==> src/hdl/bpci_pkg.sv <==
package bpci_pkg;
    // Port geometry
    localparam int PORT_WIDTH      = 8;           // Pins in the port
    localparam int CHG_LO          = 4;           // Lowest change-detect pin
    localparam int CHG_HI          = 7;           // Highest change-detect pin
    localparam int EXT_INT_BIT     = 0;           // External interrupt pin
    // Field positions
    localparam int OPT_PULLUP_N_BIT = 7;          // Option reg: pull-up enable, active low
    localparam int OPT_EDGE_BIT     = 6;          // Option reg: external edge select
    localparam int ICR_CHG_FLAG_BIT = 0;          // Interrupt control: change flag
    // Reset values
    localparam logic [7:0] DIR_RST  = 8'hFF;      // All pins input
    localparam logic [7:0] LAT_RST  = 8'h00;      // Output latches
    localparam logic       PULLUP_N_RST = 1'b1;   // Pull-ups off after power-on

    // Peripheral direction override for one pin set
    typedef struct packed {
        logic [7:0] force_en;                     // Override active per pin
        logic [7:0] force_in;                     // 1 = force input, 0 = force output
    } bpci_ovr_t;

    // Software access strobes to the data port
    typedef struct packed {
        logic       rd;                           // Port read
        logic       wr;                           // Port write
        logic [7:0] wdata;                        // Write data
    } bpci_acc_t;
endpackage

==> src/hdl/bpci_chg_det.sv <==
`timescale 1ns/100ps
`default_nettype none
// Change detector on the upper nibble
module bpci_chg_det
    import bpci_pkg::*;
(
    input  wire logic       sys_clk_i,    // System clock
    input  wire logic       rst_i,        // Async reset
    input  wire logic [3:0] pins_i,       // Synchronised upper pins
    input  wire logic [3:0] is_input_i,   // Effective input mask
    input  wire logic       refresh_i,    // Port read or write
    output logic            mismatch_o    // Any participating pin differs
);
    logic [3:0] old_r;                    // Value latched at last access
    wire  [3:0] diff_w = (pins_i ^ old_r) & is_input_i;

    assign mismatch_o = |diff_w;

    // Re-latch on each access, ending the mismatch
    always_ff @(posedge sys_clk_i or posedge rst_i) begin
        if (rst_i) begin
            old_r <= 4'h0;
        end else if (refresh_i) begin
            old_r <= pins_i;
        end
    end
endmodule
`default_nettype wire

==> src/hdl/bpci_edge_det.sv <==
`timescale 1ns/100ps
`default_nettype none
// Selectable edge detector for the external interrupt pin
module bpci_edge_det
(
    input  wire logic sys_clk_i,   // System clock
    input  wire logic rst_i,       // Async reset
    input  wire logic pin_i,       // Synchronised pin level
    input  wire logic rising_i,    // 1 = rising edge, 0 = falling
    output logic      edge_o       // One-cycle pulse on chosen edge
);
    logic prev_r;                  // Last level seen
    logic primed_r;                // Low until one level has been captured after reset
    // Without priming, a pin resting high at release would look like a rising edge
    wire  rise_w = primed_r & pin_i & ~prev_r;
    wire  fall_w = primed_r & ~pin_i & prev_r;

    assign edge_o = rising_i ? rise_w : fall_w;

    // Remember previous level
    always_ff @(posedge sys_clk_i or posedge rst_i) begin
        if (rst_i) begin
            prev_r   <= 1'b0;
            primed_r <= 1'b0;
        end else begin
            prev_r   <= pin_i;
            primed_r <= 1'b1;
        end
    end
endmodule
`default_nettype wire

==> src/hdl/bpci_port.sv <==
`timescale 1ns/100ps
`default_nettype none
// Behaviour notes
// All strobes are one-cycle pulses taken at the rising clock edge.
// Register updates show on the outputs in the following cycle.
// Direction bit 1 means input; the drive enable is low while driving.
// Peripheral overrides win over the direction bit for as long as they stand.
// Pull-ups follow the effective direction, so an override also moves them.
// The compare latch resets to zero: inputs held high through reset
// will raise the change flag until software first touches the port.
// That is deliberate, it mirrors a part that has never been read.
// Every read re-latches the compare values; a change that lands in the
// read cycle still sets the flag, since the compare sees it first.
// The change flag is set and cleared in one process; when a new
// mismatch and a clear pulse meet in one cycle, the set wins.
// Clearing the flag only sticks once an access has ended the mismatch.
// The external interrupt flag behaves the same way for its edge events.
// The edge select resets to rising.
// Wake needs the change enable for the change flag, none for the external flag; the global enable is not used,
// because a sleeping part must wake even with interrupts masked.
// Flags never look at either enable, so software should clear stale
// flags before it enables a source.
// Read data is the raw pin level captured at the read strobe; pins are
// taken as already synchronous to the system clock.
// Limitation: the logic is sized for eight pins and one change nibble.
//
module bpci_port
    import bpci_pkg::*;
#(
    parameter int WIDTH = PORT_WIDTH     // Port width
)
(
    input  wire logic             sys_clk_i,        // System clock
    input  wire logic             rst_i,            // Async reset, active high
    // Software access
    input  wire bpci_acc_t        port_acc_i,       // Data port strobes
    output logic [WIDTH-1:0]      port_rdata_o,     // Port read data
    input  wire logic             dir_wr_i,         // Direction reg write
    input  wire logic [WIDTH-1:0] dir_wdata_i,      // Direction write data
    output logic [WIDTH-1:0]      pin_direction_reg_o, // Direction readback
    input  wire logic             opt_wr_i,         // Option bits write
    input  wire logic [7:0]       opt_wdata_i,      // Option write data
    output logic                  pullup_enable_n_o,    // Pull-up control readback
    output logic                  ext_int_edge_select_o,// Edge select readback
    input  wire logic             global_irq_enable_i,  // Global enable, not used
    input  wire logic             chg_ie_i,         // Change interrupt enable
    input  wire logic             chg_flag_clr_i,   // Software clears change flag
    output logic                  port_change_flag_o, // Change flag
    input  wire logic             ext_flag_clr_i,   // Software clears external flag
    output logic                  ext_int_flag_o,   // External interrupt flag
    input  wire logic             sleep_i,          // Device is asleep
    output logic                  wake_o,           // Wake request
    // Peripheral overrides
    input  wire bpci_ovr_t        ovr_i,            // Direction overrides
    // Pins
    input  wire logic [WIDTH-1:0] pin_i,            // Pin levels
    output logic [WIDTH-1:0]      pin_o,            // Pin drive value
    output logic [WIDTH-1:0]      pin_oe_n_o,       // Low while driving
    output logic [WIDTH-1:0]      pullup_on_o       // Weak pull-up enable per pin
);
    // Elaboration check: logic is sized for eight pins
    if (WIDTH != PORT_WIDTH) begin : g_bad_width
        $error("bpci_port supports WIDTH of 8 only");
    end
    // Elaboration check: change nibble must be four pins inside the port
    if (CHG_HI >= WIDTH || CHG_LO > CHG_HI || CHG_HI - CHG_LO != 3) begin : g_bad_nibble
        $error("bpci_port change-detect range does not fit the port");
    end
    // Elaboration check: external interrupt pin must exist
    if (EXT_INT_BIT >= WIDTH) begin : g_bad_ext
        $error("bpci_port external interrupt pin outside the port");
    end

    logic [WIDTH-1:0] lat_r;              // Output latches
    logic [WIDTH-1:0] dir_r;              // Direction register, 1 = input
    logic             pullup_n_r;         // Pull-up control, active low
    logic             edge_r;             // External edge select
    logic             chg_flag_r;         // Change flag
    logic             ext_flag_r;         // External interrupt flag
    logic [WIDTH-1:0] rdata_r;            // Registered read data
    logic             mismatch_w;         // Any change mismatch
    logic             ext_edge_w;         // Selected edge on lowest pin

    // Effective direction after peripheral override
    wire [WIDTH-1:0] eff_in_w = (dir_r & ~ovr_i.force_en)
                              | (ovr_i.force_in & ovr_i.force_en);
    // Port access refresh strobe
    wire             access_w = port_acc_i.rd | port_acc_i.wr;
    wire             chg_nxt  = mismatch_w | (chg_flag_r & ~chg_flag_clr_i);
    wire             ext_nxt  = ext_edge_w | (ext_flag_r & ~ext_flag_clr_i);

    // Pin drive: latch value, enable low on outputs
    assign pin_o       = lat_r;
    assign pin_oe_n_o  = eff_in_w;
    // Pull-ups only on inputs with control cleared
    assign pullup_on_o = eff_in_w & {WIDTH{~pullup_n_r}};

    assign port_rdata_o          = rdata_r;
    assign pin_direction_reg_o   = dir_r;
    assign pullup_enable_n_o     = pullup_n_r;
    assign ext_int_edge_select_o = edge_r;
    assign port_change_flag_o    = chg_flag_r;
    assign ext_int_flag_o        = ext_flag_r;
    // Change wake needs only its enable, external wake none; no global enable
    assign wake_o = sleep_i & ((chg_flag_r & chg_ie_i) | ext_flag_r);

    // Upper nibble comparison; polling re-latches it
    bpci_chg_det u_chg (
        .sys_clk_i  (sys_clk_i),
        .rst_i      (rst_i),
        .pins_i     (pin_i[CHG_HI:CHG_LO]),
        .is_input_i (eff_in_w[CHG_HI:CHG_LO]),
        .refresh_i  (access_w),
        .mismatch_o (mismatch_w)
    );

    // External interrupt edge on lowest pin
    bpci_edge_det u_edge (
        .sys_clk_i (sys_clk_i),
        .rst_i     (rst_i),
        .pin_i     (pin_i[EXT_INT_BIT]),
        .rising_i  (edge_r),
        .edge_o    (ext_edge_w)
    );

    // Output latches and read data
    always_ff @(posedge sys_clk_i or posedge rst_i) begin
        if (rst_i) begin
            lat_r   <= LAT_RST;
            rdata_r <= LAT_RST;
        end else begin
            if (port_acc_i.wr) begin
                lat_r <= port_acc_i.wdata;
            end
            if (port_acc_i.rd) begin
                rdata_r <= pin_i;
            end
        end
    end

    // Direction and option bits
    always_ff @(posedge sys_clk_i or posedge rst_i) begin
        if (rst_i) begin
            dir_r      <= DIR_RST;
            pullup_n_r <= PULLUP_N_RST;
            edge_r     <= 1'b1;
        end else begin
            if (dir_wr_i) begin
                dir_r <= dir_wdata_i;
            end
            if (opt_wr_i) begin
                pullup_n_r <= opt_wdata_i[OPT_PULLUP_N_BIT];
                edge_r     <= opt_wdata_i[OPT_EDGE_BIT];
            end
        end
    end

    // Flags: set wins over clear
    always_ff @(posedge sys_clk_i or posedge rst_i) begin
        if (rst_i) begin
            chg_flag_r <= 1'b0;
            ext_flag_r <= 1'b0;
        end else begin
            chg_flag_r <= chg_nxt;
            ext_flag_r <= ext_nxt;
        end
    end

    // Checks
    // No output pin may ever carry a pull-up
    a_pullup_off_out: assert property (@(posedge sys_clk_i) disable iff (rst_i)
        (pullup_on_o & ~pin_oe_n_o) == '0) else $error("pull-up on output pin");

    // Control set means every pull-up is off
    a_pullup_ctrl: assert property (@(posedge sys_clk_i) disable iff (rst_i)
        pullup_n_r |-> pullup_on_o == '0) else $error("pull-up with control set");

    // Control cleared turns on the pull-up of every input pin
    a_pullup_on_in: assert property (@(posedge sys_clk_i) disable iff (rst_i)
        !pullup_n_r |-> pullup_on_o == pin_oe_n_o) else $error("pull-up missing on input");

    // Any mismatch sets the flag one cycle later
    a_chg_sets: assert property (@(posedge sys_clk_i) disable iff (rst_i)
        mismatch_w |=> chg_flag_r) else $error("mismatch did not set flag");

    // No mismatch and no flag means the flag stays low
    a_chg_quiet: assert property (@(posedge sys_clk_i) disable iff (rst_i)
        (!mismatch_w && !chg_flag_r) |=> !chg_flag_r) else $error("flag set without mismatch");

    // The flag stands until a clear pulse
    a_chg_hold: assert property (@(posedge sys_clk_i) disable iff (rst_i)
        (chg_flag_r && !chg_flag_clr_i) |=> chg_flag_r) else $error("flag lost");

    // A clear with the mismatch ended does clear the flag
    a_chg_clear: assert property (@(posedge sys_clk_i) disable iff (rst_i)
        (chg_flag_clr_i && !mismatch_w) |=> !chg_flag_r) else $error("flag not cleared");

    // An access with quiet pins ends the mismatch
    a_refresh_ends: assert property (@(posedge sys_clk_i) disable iff (rst_i)
        (access_w && $stable(pin_i) && $stable(eff_in_w)) ##1 ($stable(pin_i) && $stable(eff_in_w))
        |-> !mismatch_w) else $error("access did not end mismatch");

    // Output pins never take part in the comparison
    a_no_chg_out: assert property (@(posedge sys_clk_i) disable iff (rst_i)
        (eff_in_w[CHG_HI:CHG_LO] == 4'h0) |-> !mismatch_w) else $error("output pin compared");

    // A port write lands in the output latches, inputs included
    a_drive_latch: assert property (@(posedge sys_clk_i) disable iff (rst_i)
        port_acc_i.wr |=> pin_o == $past(port_acc_i.wdata)) else $error("latch not written");

    // A port read returns the pin levels of the strobe cycle
    a_read_pins: assert property (@(posedge sys_clk_i) disable iff (rst_i)
        port_acc_i.rd |=> port_rdata_o == $past(pin_i)) else $error("read data wrong");

    // Direction writes land whole
    a_dir_write: assert property (@(posedge sys_clk_i) disable iff (rst_i)
        dir_wr_i |=> pin_direction_reg_o == $past(dir_wdata_i)) else $error("direction not written");

    // Without override the direction bit alone sets the drive enable
    a_dir_drive: assert property (@(posedge sys_clk_i) disable iff (rst_i)
        ((pin_oe_n_o ^ pin_direction_reg_o) & ~ovr_i.force_en) == '0)
        else $error("drive enable differs from direction");

    // Overrides win over the direction bit
    a_override_dir: assert property (@(posedge sys_clk_i) disable iff (rst_i)
        (pin_oe_n_o & ovr_i.force_en) == (ovr_i.force_in & ovr_i.force_en))
        else $error("override ignored");

    // Option writes land in both control bits
    a_opt_write: assert property (@(posedge sys_clk_i) disable iff (rst_i)
        opt_wr_i |=> (pullup_enable_n_o == $past(opt_wdata_i[OPT_PULLUP_N_BIT]))
        && (ext_int_edge_select_o == $past(opt_wdata_i[OPT_EDGE_BIT]))) else $error("option not written");

    // Enabled change flag wakes a sleeping part
    a_wake: assert property (@(posedge sys_clk_i) disable iff (rst_i)
        (sleep_i && chg_flag_r && chg_ie_i) |-> wake_o) else $error("no wake");

    // No wake while awake
    a_wake_awake: assert property (@(posedge sys_clk_i) disable iff (rst_i)
        !sleep_i |-> !wake_o) else $error("wake while awake");

    // Rising edge caught when selected; first cycle after reset is priming
    a_ext_edge: assert property (@(posedge sys_clk_i) disable iff (rst_i)
        (edge_r && $rose(pin_i[EXT_INT_BIT]) && $stable(edge_r) && !$past(rst_i)) |=> ext_flag_r)
        else $error("edge missed");

    // Falling edge caught when selected
    a_ext_fall: assert property (@(posedge sys_clk_i) disable iff (rst_i)
        (!edge_r && $fell(pin_i[EXT_INT_BIT]) && $stable(edge_r) && !$past(rst_i)) |=> ext_flag_r)
        else $error("falling edge missed");

    // Main scenarios
    c_change_flag: cover property (@(posedge sys_clk_i) disable iff (rst_i) $rose(chg_flag_r));
    c_flag_clear:  cover property (@(posedge sys_clk_i) disable iff (rst_i) $fell(chg_flag_r));
    c_ext_edge:    cover property (@(posedge sys_clk_i) disable iff (rst_i) $rose(ext_flag_r));
    c_wake:        cover property (@(posedge sys_clk_i) disable iff (rst_i) wake_o);
    // Clear refused by a standing mismatch
    c_persist:     cover property (@(posedge sys_clk_i) disable iff (rst_i) chg_flag_clr_i && mismatch_w);
endmodule
`default_nettype wire

==> config.mk <==
export PLATFORM = sky130hd
export DESIGN_NAME = bpci_port
export DESIGN_NICKNAME = d
export VERILOG_FILES = /design/src/hdl/bpci_pkg.sv /design/src/hdl/bpci_chg_det.sv /design/src/hdl/bpci_edge_det.sv /design/src/hdl/bpci_port.sv
export SDC_FILE = /design/constraint.sdc
export NUM_CORES = 1
export LEC_CHECK = 0
export ABC_AREA = 1
export BUFFER_PORTS_ARGS = -buffer_cell sky130_fd_sc_hd__buf_4
export CORE_MARGIN = 2
export CORE_UTILIZATION = 39
export CTS_BUF_LIST = sky130_fd_sc_hd__clkbuf_4
export CTS_CLUSTER_DIAMETER = 50
export DETAILED_ROUTE_END_ITERATION = 8
export PLACE_DENSITY = 0.83
export SLEW_MARGIN = 25
export SYNTH_ARGS = -nofsm -noshare
export SYNTH_HDL_FRONTEND = slang
export SYNTH_SLANG_ARGS = --single-unit
==> constraint.sdc <==
create_clock -name sys_clk_i -period 1.04 [get_ports sys_clk_i]
set_input_delay 0.104 -clock sys_clk_i [delete_from_list [all_inputs] [get_ports sys_clk_i]]
set_output_delay 0.104 -clock sys_clk_i [all_outputs]
set_load 0.005 [all_outputs]
==> reports/qor.yml <==
outcome:
  outcome: "finished with violations"
  violations: "setup timing"
timing:
  layout_setup_ws_ns: -0.450
  finalMaxSlewViolations: 0
  hold_violations: 0
  setup_viol: 30
  period_minus_slack_ns: 1.49
  fin_crit_sh_pct: 143
  fmax_mhz: 671
  finClkSkew_ns: 0.0154
  rsz0062_at_grt: "true"
setup_path:
  arrival_ns: 1.39
  r2r-end: "port_change_flag_o$_DFF_PP0_"
  crit_path_max_incr_delay_ns: 0.55
  worstSetupEndpointType: "output port"
  critPathMaxFanout: 2
  r2r_cells: 8
  r2r-start: "pin_direction_reg_o[4]$_DFFE_PP1P_"
  path_delay_family: "flip-flops"
  path_cells: "inv_2 > or2_4 > a21oi_2 > buf_4"
  r2r_slack_ns: -0.16
  crit_required_ns: 0.94
  crit_buf_inv: 2
  cp-start-kind: "flip-flop"
  critPathKind: "flip-flop to output port"
  cp_slowest_cell: "dfstp_2"
clock_network:
  ctsRootBufferMaster: "clkbuf_4"
  cts_made_buffers: 5
  clkLatencyLatePin_ns: 0.35
  cts_sinks: 34
  clkSlewWorstSetupHoldPaths_ns: 0.12
  clockBufferDepth: 2
  cts_tree: "yes"
  cts-htree-levels: 2
finish:
  layout.nets: 381
  fillerInstances: 231
  finish.instance_area_um2: 3070
  seq_area_um2: 863
  final_common_cell: "buf_4"
  stdcell_count: 371
  antenna_cells: 0
  drive_gt1_share_pct: 59.1
  multiInputGateArea_um2: 639
  mostFrequentLayoutCells: "buf_4, nand2_1, dlygate4sd3_1, buf_6, dfrtp_1"
  fin_util_pct: 82.0
  syn_to_final_growth_pct: 98.7
power:
  p_leak_nw: 1.58
  power.total_mw: 3.93
  power.density_nw_per_um2: 1280
  vdd_drop_max_v: 0.000981
synth:
  synth_area_um2: 1540
  ys_seq_area_share_pct: 55.9
  ys_warn_count: 0
  synth_nets: 228
  synth_cell_types: 17
  postSynthCellCount: 169
  synth-seq-cells: 34
  syn_avg_cell_area_um2: 9.14
detailed_routing:
  dr.first_iter.drc_count: 40
  drc: 0
  totalWireLength_um: 4980
  vias_per_cell: 4.60
  wl_per_cell_um: 13.4
  antenna_left: 0
  dr.pass1.iters: 4
  vias: 1708
grt:
  grt_max_degree: 35
  grt_pass1_vias: 1706
  overflow: 0
  grt_usage_pct: 23.1
  antenna_found_initial: 0
  grt_pass1_wl_um: 7530
placed_design:
  place_inst: 313
  globalplace.congestion: 0.666
  place_ws_ns: -0.0967
  io_buffers: 96
  dpl_cell_area_um2: 2370
  dp_hpwl_um: 3150
floorplan:
  start_util_pct: 41.2
  die_x_um: 66.9
  io_pins: 104
  core_area_um2: 3740
  fp.dieH_um: 66.9
  rows: 22
  die-area_um2: 4480
worst_hold_path:
  whs_endpoint: "port_rdata_o[7]$_DFFE_PP0P_"
  worstHoldStart: "pin_i[7]"
  hold_path_class: "input pin to flip-flop"
  hold_depth: 3
run:
  cap_violations: 0
==> how the worst max path moves through the flow <==
stage                                            start                            to  slack (ns)  cells after the start
finish              pin_direction_reg_o[0]$_DFFE_PP1P_                pullup_on_o[0]       -0.45                      4
global route        pin_direction_reg_o[4]$_DFFE_PP1P_                pullup_on_o[4]       -0.51                      5
CTS                 pin_direction_reg_o[2]$_DFFE_PP1P_                pullup_on_o[2]       -0.46                      4
detailed placement  pin_direction_reg_o[0]$_DFFE_PP1P_                pullup_on_o[0]        -0.1                      4
global placement    pin_direction_reg_o[4]$_DFFE_PP1P_                pullup_on_o[4]       -0.09                      5
floorplan           pin_direction_reg_o[4]$_DFFE_PP1P_  port_change_flag_o$_DFF_PP0_        0.02                      6
==> synth_stat cells <==
master     n  area, µm²
conb_1     1       3.75
mux2_4     2       30.0
o22ai_1    1       6.26
mux2_2    12        135
or2_2      4       25.0
nor2_1     9       33.8
a21oi_1   10       50.1
nor2_2     1       6.26
a21boi_0   1       7.51
dfstp_2   10        263
o21ai_1    2       10.0
inv_1     26       97.6
buf_6      1       11.3
nand2_1   49        184
o21ai_0   13       65.1
buf_2      3       15.0
dfrtp_1   24        601
==> worst min-delay path: cells and delay by family <==
| family | cells | cell delay, ns |
|---|---|---|
| compound gates | 1 | 0.07 |
| buf+inv | 2 | 0.19 |
==> per-stage QoR <==
step / setup TNS (ns) / hold WS [ns]
final: -7.42 / 0.0363
after global routing: -9.11 / 0.0378
after CTS: -8.11 / 0.0241
after detailed placement: -0.576 / 0.173
after global placement: -0.535 / 0.173
after floorplan: 0 / 0.135
==> what timing repair did <==
action / 4_1_cts / 5_1_grt
buffers inserted: 22 / 12
endpoints found under the setup margin: 28 / 39
pin swaps: 14 / 6
gates cloned: 0 / 0
hold buffers: 26 / 0
gates resized for setup: 45 / 15
hold endpoints to repair: 48 / 0
==> power by group <==
group	switching, mW	total, mW	leakage [nW]	internal, mW
Combinational	0.422	1.14	1.14	0.721
Sequential	0.0813	1.55	0.384	1.47
Clock	0.480	1.23	0.0554	0.752
==> area by class of cell <==
class,instances,share of cell area [%]
Multi-Input combinational cell,105,20.8
Timing Repair Buffer,150,42.4
Clock inverter,3,2.24
Clock buffer,5,1.22
Sequential cell,34,28.1
Inverter,26,3.18
Tap cell,48,1.96
==> logic make-up (layout without fill, tap and decap cells) <==
| family | Yosys count | count (layout) | share of synthesized area [%] |
|---|---|---|---|
| multiplexers | 14 | 14 | 10.7 |
| flip-flops | 34 | 34 | 55.9 |
| AO/OA/AOI/OAI | 27 | 27 | 9.00 |
| buffers and inverters | 30 | 184 | 8.02 |
| other | 1 | 1 | 0.243 |
| AND/OR/NAND/NOR | 63 | 63 | 16.1 |
==> state kept, by name (all words and copies together), names as in the netlist <==
signal / cells
pullup_enable_n_o: 1
pin_direction_reg_o: 8
ext_int_flag_o: 1
port_change_flag_o: 1
u_chg.old_r: 4
u_edge.primed_r: 1
ext_int_edge_select_o: 1
pin_o: 8
u_edge.prev_r: 1
port_rdata_o: 8
==> routing by layer <==
layer	global-route usage, %	share of wire [%]	vias up
li1	-	-	828
met1	23.7	35	809
met2	44.0	57	62
met3	6.59	5.7	9
met4	8.42	2.0	0
met5	0	0	-
No activity file was read; power rests on OpenSTA's default activity.
